File: config.mk
export PLATFORM = sky130hd
export DESIGN_NAME = port_group_gpio_config
export DESIGN_NICKNAME = d
export VERILOG_FILES = /design/src/hdl/port_group_pkg.sv /design/src/hdl/pin_group.sv /design/src/hdl/port_group_gpio_config.sv
export SDC_FILE = /design/constraint.sdc
export NUM_CORES = 1
export LEC_CHECK = 0
export BUFFER_PORTS_ARGS = -buffer_cell sky130_fd_sc_hd__buf_4
export CAP_MARGIN = 25
export CORE_ASPECT_RATIO = 0.7
export CORE_MARGIN = 4
export CORE_UTILIZATION = 45
export CTS_BUF_LIST = sky130_fd_sc_hd__clkbuf_4 sky130_fd_sc_hd__clkbuf_8
export DETAILED_ROUTE_END_ITERATION = 10
export MAX_ROUTING_LAYER = met4
export PLACE_DENSITY = 0.68
export REMOVE_ABC_BUFFERS = 1
export SYNTH_ARGS = -nofsm -noshare
export SYNTH_HDL_FRONTEND = slang
export SYNTH_SLANG_ARGS = --single-unit
File: constraint.sdc
create_clock -name pclk -period 2.9 [get_ports pclk]
set_input_delay 0.58 -clock pclk [delete_from_list [all_inputs] [get_ports pclk]]
set_output_delay 0.58 -clock pclk [all_outputs]
set_load 0.03 [all_outputs]
File: src/hdl/port_group_pkg.sv
/*
  Register map, field layout and function codes for the two eight-pin port groups.
  Assumes a 32-bit APB master; each 16-bit register sits in the low half of a word.
*/
package port_group_pkg;
  localparam int unsigned PINS      = 8;
  localparam int unsigned REG_W     = 16;
  localparam int unsigned ADDR_W    = 8;
  localparam logic [15:0] REG_RESET = 16'h0000;
  localparam logic [31:0] RD_ZERO   = 32'h0000_0000;

  // Byte offsets within the block
  localparam logic [7:0] OFF_G0_DATA   = 8'h00;
  localparam logic [7:0] OFF_G0_ENABLE = 8'h04;
  localparam logic [7:0] OFF_G0_PULL   = 8'h08;
  localparam logic [7:0] OFF_G0_FLAGS  = 8'h0C;
  localparam logic [7:0] OFF_G0_ICTL   = 8'h10;
  localparam logic [7:0] OFF_G0_DEB    = 8'h14;
  localparam logic [7:0] OFF_G0_MODE   = 8'h18;
  localparam logic [7:0] OFF_G0_FUNC   = 8'h1C;
  localparam logic [7:0] OFF_G1_DATA   = 8'h20;
  localparam logic [7:0] OFF_G1_ENABLE = 8'h24;
  localparam logic [7:0] OFF_G1_PULL   = 8'h28;
  localparam logic [7:0] OFF_G1_FLAGS  = 8'h2C;
  localparam logic [7:0] OFF_G1_ICTL   = 8'h30;
  localparam logic [7:0] OFF_G1_DEB    = 8'h34;
  localparam logic [7:0] OFF_G1_MODE   = 8'h38;
  localparam logic [7:0] OFF_G1_FUNC   = 8'h3C;
  localparam logic [7:0] OFF_SUMMARY   = 8'h40;

  // Upper and lower byte fields of the 16-bit registers
  localparam int unsigned HI_LSB = 8;
  localparam int unsigned LO_LSB = 0;

  typedef enum logic [1:0] {
    FUNC_0 = 2'b00,
    FUNC_1 = 2'b01,
    FUNC_2 = 2'b10,
    FUNC_3 = 2'b11
  } func_code_t;

  localparam int unsigned PIN_EXT_OSC   = 0;
  localparam int unsigned PIN_FRAME_OUT = 1;
  localparam int unsigned PIN_DET_IN    = 2;
endpackage

File: src/hdl/pin_group.sv
/*
  One eight-pin group: GPIO pad control, edge detect and sticky flags.
  Assumes pad inputs synchronous to pclk; register state lives in the parent.
*/
`timescale 1ns/100ps
module pin_group
  import port_group_pkg::*;
(
  input  wire logic             pclk,
  input  wire logic             presetn,
  input  wire logic [PINS-1:0]  pad_in,
  input  wire logic [PINS-1:0]  out_latch,
  input  wire logic [PINS-1:0]  pin_input_enable,
  input  wire logic [PINS-1:0]  pin_output_enable,
  input  wire logic [PINS-1:0]  pull_enable,
  input  wire logic [PINS-1:0]  pull_up_sel,
  input  wire logic [PINS-1:0]  pin_edge_select,
  input  wire logic [PINS-1:0]  pin_irq_enable,
  input  wire logic [PINS-1:0]  pin_mode_select,
  input  wire logic [PINS-1:0]  flag_clear,
  output logic      [PINS-1:0]  in_data,
  output logic      [PINS-1:0]  gpio_out,
  output logic      [PINS-1:0]  gpio_oe,
  output logic      [PINS-1:0]  pull_on,
  output logic      [PINS-1:0]  pull_up,
  output logic      [PINS-1:0]  pin_irq_flag,
  output logic                  group_irq_pending,
  output logic                  irq_request
);
  logic [PINS-1:0] prev_reg;
  logic [PINS-1:0] rise;
  logic [PINS-1:0] fall;
  logic [PINS-1:0] hit;

  always_ff @(posedge pclk or negedge presetn) begin
    if (!presetn) begin
      prev_reg <= '0;
    end else begin
      prev_reg <= pad_in;
    end
  end

  assign rise = pad_in & ~prev_reg;
  assign fall = ~pad_in & prev_reg;

  genvar i;
  generate
    for (i = 0; i < PINS; i++) begin : g_pin
      assign hit[i] = pin_edge_select[i] ? fall[i] : rise[i];

      always_ff @(posedge pclk or negedge presetn) begin
        if (!presetn) begin
          in_data[i] <= 1'b0;
        end else begin
          in_data[i] <= pin_input_enable[i] & ~pin_mode_select[i] & pad_in[i];
        end
      end

      always_ff @(posedge pclk or negedge presetn) begin
        if (!presetn) begin
          pin_irq_flag[i] <= 1'b0;
        end else if (hit[i] && !pin_mode_select[i]) begin
          pin_irq_flag[i] <= 1'b1;
        end else if (flag_clear[i]) begin
          pin_irq_flag[i] <= 1'b0;
        end
      end

      assign gpio_out[i] = out_latch[i];
      assign gpio_oe[i]  = pin_output_enable[i] & ~pin_mode_select[i];
      assign pull_on[i]  = pull_enable[i] & ~pin_output_enable[i] & ~pin_mode_select[i];
      assign pull_up[i]  = pull_up_sel[i];
    end
  endgenerate

  assign group_irq_pending = |pin_irq_flag;
  assign irq_request = |(pin_irq_flag & pin_irq_enable);
endmodule

File: src/hdl/port_group_gpio_config.sv
/*
  APB register file and function routing for port groups 0 and 1.
  Assumes APB3 master on pclk; pads and peripheral connections live outside.
*/
`timescale 1ns/100ps
module port_group_gpio_config
  import port_group_pkg::*;
(
  input  wire logic                  pclk,
  input  wire logic                  presetn,
  input  wire logic                  psel,
  input  wire logic                  penable,
  input  wire logic                  pwrite,
  input  wire logic [ADDR_W-1:0]     paddr,
  input  wire logic [31:0]           pwdata,
  output logic      [31:0]           prdata,
  output logic                       pready,
  output logic                       pslverr,
  input  wire logic [2*PINS-1:0]     pad_in,
  output logic      [2*PINS-1:0]     gpio_out,
  output logic      [2*PINS-1:0]     gpio_oe,
  output logic      [2*PINS-1:0]     pull_on,
  output logic      [2*PINS-1:0]     pull_up,
  output logic      [2*PINS-1:0]     periph_mode,
  output logic      [2*PINS-1:0]     debounce_on,
  output logic      [2*PINS*2-1:0]   pin_function_choice,
  output logic                       external_osc_input,
  output logic                       display_frame_sel,
  output logic                       detector_external_input,
  output logic      [PINS-1:0]       universal_pin_router_sel,
  output logic      [PINS-1:0]       universal_pin_router_in,
  output logic      [1:0]            group_irq_summary,
  output logic      [1:0]            irq_request
);
  import port_group_pkg::*;

  logic [REG_W-1:0] data_reg  [2];
  logic [REG_W-1:0] enab_reg  [2];
  logic [REG_W-1:0] pull_reg  [2];
  logic [REG_W-1:0] ictl_reg  [2];
  logic [PINS-1:0]  deb_reg   [2];
  logic [PINS-1:0]  mode_reg  [2];
  logic [REG_W-1:0] func_reg  [2];
  logic [PINS-1:0]  in_data   [2];
  logic [PINS-1:0]  flags     [2];
  logic [PINS-1:0]  clr       [2];
  logic [1:0]       pend;
  logic             wr_go;
  logic             rd_go;
  logic             hit;
  logic [31:0]      rd_next;
  logic [PINS-1:0]  pad0;

  assign wr_go = psel & penable & pwrite;
  assign rd_go = psel & penable & ~pwrite;
  // Zero wait states: every access completes in its first access cycle
  assign pready = 1'b1;

  // Offsets split as group select (bit 5) and register within group (bits 4:2)
  function automatic logic [7:0] goff(input logic [7:0] base, input int g);
    goff = g[0] ? base + (OFF_G1_DATA - OFF_G0_DATA) : base;
  endfunction

  genvar g;
  generate
    for (g = 0; g < 2; g++) begin : g_grp
      always_ff @(posedge pclk or negedge presetn) begin
        if (!presetn) begin
          data_reg[g] <= REG_RESET;
        end else if (wr_go && paddr == goff(OFF_G0_DATA, g)) begin
          data_reg[g] <= {pwdata[HI_LSB +: PINS], data_reg[g][LO_LSB +: PINS]};
        end
      end
      always_ff @(posedge pclk or negedge presetn) begin
        if (!presetn) begin
          enab_reg[g] <= REG_RESET;
        end else if (wr_go && paddr == goff(OFF_G0_ENABLE, g)) begin
          enab_reg[g] <= pwdata[REG_W-1:0];
        end
      end
      always_ff @(posedge pclk or negedge presetn) begin
        if (!presetn) begin
          pull_reg[g] <= REG_RESET;
        end else if (wr_go && paddr == goff(OFF_G0_PULL, g)) begin
          pull_reg[g] <= pwdata[REG_W-1:0];
        end
      end
      always_ff @(posedge pclk or negedge presetn) begin
        if (!presetn) begin
          ictl_reg[g] <= REG_RESET;
        end else if (wr_go && paddr == goff(OFF_G0_ICTL, g)) begin
          ictl_reg[g] <= pwdata[REG_W-1:0];
        end
      end
      always_ff @(posedge pclk or negedge presetn) begin
        if (!presetn) begin
          deb_reg[g] <= REG_RESET[PINS-1:0];
        end else if (wr_go && paddr == goff(OFF_G0_DEB, g)) begin
          deb_reg[g] <= pwdata[LO_LSB +: PINS];
        end
      end
      always_ff @(posedge pclk or negedge presetn) begin
        if (!presetn) begin
          mode_reg[g] <= REG_RESET[PINS-1:0];
        end else if (wr_go && paddr == goff(OFF_G0_MODE, g)) begin
          mode_reg[g] <= pwdata[LO_LSB +: PINS];
        end
      end
      always_ff @(posedge pclk or negedge presetn) begin
        if (!presetn) begin
          func_reg[g] <= REG_RESET;
        end else if (wr_go && paddr == goff(OFF_G0_FUNC, g)) begin
          func_reg[g] <= pwdata[REG_W-1:0];
        end
      end

      assign clr[g] = (wr_go && paddr == goff(OFF_G0_FLAGS, g)) ?
                      pwdata[LO_LSB +: PINS] : '0;

      // every pin outside peripheral mode gets GPIO and edge interrupt
      pin_group u_grp (
        .pclk              (pclk),
        .presetn           (presetn),
        .pad_in            (pad_in[g*PINS +: PINS]),
        .out_latch         (data_reg[g][HI_LSB +: PINS]),
        .pin_input_enable  (enab_reg[g][HI_LSB +: PINS]),
        .pin_output_enable (enab_reg[g][LO_LSB +: PINS]),
        .pull_enable       (pull_reg[g][LO_LSB +: PINS]),
        .pull_up_sel       (pull_reg[g][HI_LSB +: PINS]),
        .pin_edge_select   (ictl_reg[g][HI_LSB +: PINS]),
        .pin_irq_enable    (ictl_reg[g][LO_LSB +: PINS]),
        .pin_mode_select   (mode_reg[g]),
        .flag_clear        (clr[g]),
        .in_data           (in_data[g]),
        .gpio_out          (gpio_out[g*PINS +: PINS]),
        .gpio_oe           (gpio_oe[g*PINS +: PINS]),
        .pull_on           (pull_on[g*PINS +: PINS]),
        .pull_up           (pull_up[g*PINS +: PINS]),
        .pin_irq_flag      (flags[g]),
        .group_irq_pending (pend[g]),
        .irq_request       (irq_request[g])
      );

      assign periph_mode[g*PINS +: PINS] = mode_reg[g];
      assign debounce_on[g*PINS +: PINS] = deb_reg[g];
      for (genvar p = 0; p < PINS; p++) begin : g_fsel
        assign pin_function_choice[2*(g*PINS+p) +: 2] =
          mode_reg[g][p] ? func_reg[g][2*p +: 2] : FUNC_0;
      end
    end
  endgenerate

  assign group_irq_summary = pend;

  assign pad0 = pad_in[PINS-1:0];

  assign external_osc_input = mode_reg[0][PIN_EXT_OSC] &&
    func_code_t'(func_reg[0][2*PIN_EXT_OSC +: 2]) == FUNC_0 && pad0[PIN_EXT_OSC];
  assign display_frame_sel = mode_reg[0][PIN_FRAME_OUT] &&
    func_code_t'(func_reg[0][2*PIN_FRAME_OUT +: 2]) == FUNC_0;
  assign detector_external_input = mode_reg[0][PIN_DET_IN] &&
    func_code_t'(func_reg[0][2*PIN_DET_IN +: 2]) == FUNC_2 && pad0[PIN_DET_IN];

  generate
    for (g = 0; g < PINS; g++) begin : g_route
      assign universal_pin_router_sel[g] = mode_reg[0][g] &&
        func_code_t'(func_reg[0][2*g +: 2]) == FUNC_1;
      assign universal_pin_router_in[g] = universal_pin_router_sel[g] & pad0[g];
    end
  endgenerate

  always_comb begin
    hit     = 1'b1;
    rd_next = RD_ZERO;
    unique case (paddr)
      OFF_G0_DATA:   rd_next[REG_W-1:0] = {data_reg[0][HI_LSB +: PINS], in_data[0]};
      OFF_G0_ENABLE: rd_next[REG_W-1:0] = enab_reg[0];
      OFF_G0_PULL:   rd_next[REG_W-1:0] = pull_reg[0];
      OFF_G0_FLAGS:  rd_next[PINS-1:0]  = flags[0];
      OFF_G0_ICTL:   rd_next[REG_W-1:0] = ictl_reg[0];
      OFF_G0_DEB:    rd_next[PINS-1:0]  = deb_reg[0];
      OFF_G0_MODE:   rd_next[PINS-1:0]  = mode_reg[0];
      OFF_G0_FUNC:   rd_next[REG_W-1:0] = func_reg[0];
      OFF_G1_DATA:   rd_next[REG_W-1:0] = {data_reg[1][HI_LSB +: PINS], in_data[1]};
      OFF_G1_ENABLE: rd_next[REG_W-1:0] = enab_reg[1];
      OFF_G1_PULL:   rd_next[REG_W-1:0] = pull_reg[1];
      OFF_G1_FLAGS:  rd_next[PINS-1:0]  = flags[1];
      OFF_G1_ICTL:   rd_next[REG_W-1:0] = ictl_reg[1];
      OFF_G1_DEB:    rd_next[PINS-1:0]  = deb_reg[1];
      OFF_G1_MODE:   rd_next[PINS-1:0]  = mode_reg[1];
      OFF_G1_FUNC:   rd_next[REG_W-1:0] = func_reg[1];
      OFF_SUMMARY:   rd_next[1:0]       = pend;
      default:       hit = 1'b0;
    endcase
  end

  // Read data is combinational so it is valid in the single access cycle
  assign prdata  = rd_go ? rd_next : RD_ZERO;
  assign pslverr = psel & penable & ~hit;
endmodule

# After elaboration in Yosys (flattened, before gate mapping)
# Index checks and enable logic that the tools add are counted.
# W data, S select, Z words.
# op_classes
n_eq_ne	25
n_mux	71
n_bitwise	136
n_reduce_logical	85
# ops
op	n
$pmux W6 S16	1
$and A1 B1 Y1	92
$pmux W8 S10	1
$eq A8 B6 Y1 const B	8
$mux W1	49
$and A8 B8 Y8	6
$logic_and A1 B1 Y1	45
$not A1 Y1	34
$pmux W2 S17	1
$eq A8 B5 Y1 const B	4
$mux W2	16
$not A8 Y8	4
$reduce_bool A2 Y1	16
$reduce_or A8 Y1	4
$reduce_or A17 Y1	1
$eq A2 B1 Y1 const B	8
$eq A8 B4 Y1 const B	2
$logic_not A1 Y1	16
$mux W16	1
$mux W8	2
$eq A8 B3 Y1 const B	1
$eq A8 B7 Y1 const B	1
$logic_not A8 Y1	1
$logic_not A2 Y1	2
$eq A2 B2 Y1 const B	1
# word_totals
ff_bits	224
in_bits	61
output_inout_bits	185

# Depth between registers and ports, before layout
# depth
word_depth	6
depth_mapped	8

# Hierarchy
# A second synthesis with hierarchy kept.
# hier_totals
cells_unflattened	994
area_unflattened_um2	12009.0
# modules_own_cells
mod	instances	cells_per_inst	area_per_inst_um2	seq_area_each_um2
port_group_gpio_config	1	770	9621.7	4404.2
pin_group	2	112	1193.6	600.6

# Worst setup path before layout
# Ideal clock, no wire load.
# synth_path
path_type	input to output
startpoint	input paddr[2]
endpoint	output prdata[0]
t_arrival_ns	2.282
slack_ns	0.038
path_stages	7
n_path_buf	2
path_cell_list	buf_2 > buf_4 > nor2_1 > nand2_1 > nor3_1 > a22oi_1 > a31oi_1
# synth_via
elab_chain_cells	3
word_cells_on_any_way	19
# synth_rtl
element	line_no	text
from (decl)	port_group_gpio_config.sv:14	input wire logic [ADDR_W-1:0] paddr,
$eq A8 B7 Y1 (tied with other cells)	port_group_gpio_config.sv:175	unique case (paddr)
$pmux W2 S17 *	port_group_gpio_config.sv:175	
$mux W16 *	port_group_gpio_config.sv:198	assign prdata = rd_go ? rd_next : RD_ZERO;
to (decl)	port_group_gpio_config.sv:16	output logic [31:0] prdata,
# Mark *: on every way between the ends. The rest lies on a longest branch, timed or not.

# Worst setup path after layout
# layout_path
startpoint	input paddr[1]
endpoint	output prdata[4]
# layout_via
elab_chain_cells	3
word_cells_on_any_way	18
# layout_rtl
element	line_no
$eq A8 B6 Y1 (tied with other cells)	port_group_gpio_config.sv:175
$pmux W6 S16 *	port_group_gpio_config.sv:175
$mux W16 *	port_group_gpio_config.sv:198
# Marked as above.

==> metrics.txt <==
CP endpoint kind primary output; Netlist Area Pre-Place 11620 sq um; initial drt markers 897; Crit path largest cell delay 0.25 ns; Cells after Synth 978; Synth area leader dfrtp_1; failing checks setup timing; DR vias/cell 5.921; PD cells 452.6 nW/um^2; Required @ worst endpoint 2.32 ns; Pre-Repair DR Iteration Count 5; asr flop ratio synth 100.0%; synth warn 0; P_int 5.073 mW; most frequent cells in the layout buf_4, dfrtp_1, mux2_2; Logic pwr share 9.3%; setup TNS -0.01035 ns; PortBufs 212; antenna violations before repair 1; gr ovfl total 0; final wirelength 42820 microns; Slowest cell on crit path buf_4; syn_area_per_cell 11.88 sq um; first-pass GRT wire length 62010 microns; Power, Total 6.793 mW; Post-synth EDFFs 0; crit-path cells buf_4, nor2_2, buf_4, and2_0, buf_4, buf_4, a31oi_1, a31oi_2, buf_4, buf_4; worst slack, placed -0.09369 ns; Seq pwr share 47.5%; drt wl/cell 26.46 microns; most area-consuming cells after synthesis dfrtp_1, mux2_2, nand2_1; RePlAce Congestion 1.010; Root Driver clkbuf_8; Clock power frac 43.2%; crit path from paddr[1]; CP max FO 12; worst hold path type in -> async; Initial Util 46.38%; Vias 9580; # setup viols final 1; Final Max Slew Viols 0; Reg clk slew, reported paths 0.06 ns; Rel. slew slack 58.64%; crit-path leading delay family buffers and inverters; final net count 1330; Core Rows 48; Startpoint Class input port; clk_lat worst skew 0.53 ns; Net Sw Frac 25.31%; Final period util 100.4%; leakage power 7.507 nW; Max Clock Skew 0.01991 ns; Distinct cells, synth 60; most used cell, CP buf_4; kind of critical path in -> out; Synth Register Bits 224; clk buf depth 3; placed wire-length estimate 31000 microns; die area 28490 sq um; vias in the first global route 9399; CTS H-tree depth 2; final hold viol count 0; CP Buf/Inv Count 6; Seq/Total Area, Yosys 48.26%; P&R area growth vs syn 29.21%; data arrival time of the worst path 2.33 ns; final worst path period need 2.910 ns; Overall Global Routing Usage 30.46%; CTS Buf Count 37; most common cell after layout, fill and taps aside buf_4; Die W 200.0 microns; largest net degree at the start of global routing 77; Chip Height 142.4 microns; RSZ-0062 raised after global routing true; CTS tree yes; I/O pins 246; Antenna Violating Nets Remaining 0; Final WS setup -0.01035 ns; Sw Pwr 1.719 mW; Core Region 25040 sq um; outcome finished, violations left; VDD IR max 0.2655 mV; worst r2r src periph_mode[14]; Slew @ Worst Pin 0.6204 ns; top cell type's share of synthesized area 48.26%; Hold WS 0.02974 ns; TritonCTS Sinks 224; DRC 0; Post-synth top flop dfrtp_1; max-cap check violation count 0; layout cells sized above 1 46.67%; max frequency 343.6 MHz
[cells in the mapped netlist, types with 7 or more instances]
cell type / count
a22o_1: 7
o21ai_0: 18
o2bb2ai_1: 18
buf_4: 29
mux2i_1: 27
dfrtp_1: 224
mux4_2: 12
buf_2: 18
o22ai_1: 7
mux2_1: 14
a21oi_1: 35
buf_1: 9
mux2_2: 152
and2_1: 34
nor2b_1: 20
clkbuf_1: 17
mux2_4: 20
nand2_1: 81
nor2_1: 55
and3b_1: 15
nor3b_1: 20
nand3_1: 10
a31oi_1: 11
inv_1: 8
a22oi_1: 34
[routing by layer]
layer  global-route usage [%]  wire [microns]
met1                    43.69           18930
met2                    42.10           18200
met3                    9.347            4555
met4                    7.967            1130
met5                        -               0
[power groups by stage]
| stage | Clock (mW) | Sequential [mW] | Combinational, mW |
|---|---|---|---|
| floorplan | 0 | 3.29 | 0.204 |
| global placement | 0 | 3.28 | 0.617 |
| detailed placement | 0 | 3.28 | 0.621 |
| CTS | 2.98 | 3.23 | 0.623 |
| global route | 3.15 | 3.23 | 0.668 |
| finish | 2.93 | 3.23 | 0.634 |
[through the flow]
| stage | cells | utilization [%] | instance area, sq um |
|---|---|---|---|
| 2_1_floorplan | 914 | - | 11200 |
| 3_3_place_gp | 1551 | 56.54 | 14160 |
| 3_5_place_dp | 1551 | 56.54 | 14160 |
| 4_1_cts | 1613 | 59.63 | 14930 |
| 5_1_grt | 1618 | 59.93 | 15010 |
| 6_report | 1618 | 59.93 | 15010 |
[final timing paths]
kind	end	slack, ns	cells past startpoint
worst max-delay path	prdata[4]	-0.01	10
worst min-delay path	pull_reg[27]	0.03	1
worst max register to register	periph_mode[14]	1.91	1
worst min register to register	g_grp[1].u_grp.in_data[7]	0.51	2
max in group asynchronous	periph_mode[4]	2.13	2
min in group pclk	g_grp[1].u_grp.prev_reg[6]	0.17	1
[timing repair]
| action | CTS | global route |
|---|---|---|
| endpoints found under the setup margin | 2 | 15 |
| buffers inserted | 0 | 4 |
| pin swaps | 0 | 4 |
| hold buffers | 0 | 0 |
| resized for setup | 2 | 13 |
[layout make-up]
type / count / area, sq um
Multi-Input combinational cell: 682 / 5620
Fill cell: 2098 / 10030
Tap cell: 325 / 406.6
Antenna cell: 1 / 2.502
Sequential cell: 224 / 5607
Clock inverter: 6 / 83.83
Timing Repair Buffer: 316 / 2582
Inverter: 8 / 30.03
Clock buffer: 56 / 676.9
[cell families (layout without fill, tap and decap cells)]
group                  after synthesis  in the layout  share of synthesized area, %
other                                2             18                       0.06465
flip-flops                         224            224                         48.26
multiplexers                       225            225                         23.33
buffers and inverters               87            386                         4.330
AND/OR/NAND/NOR                    289            289                         15.06
AO/OA/AOI/OAI                      150            150                         8.886
XOR/XNOR                             1              1                       0.07541
Power figures use the tool's default switching activity.
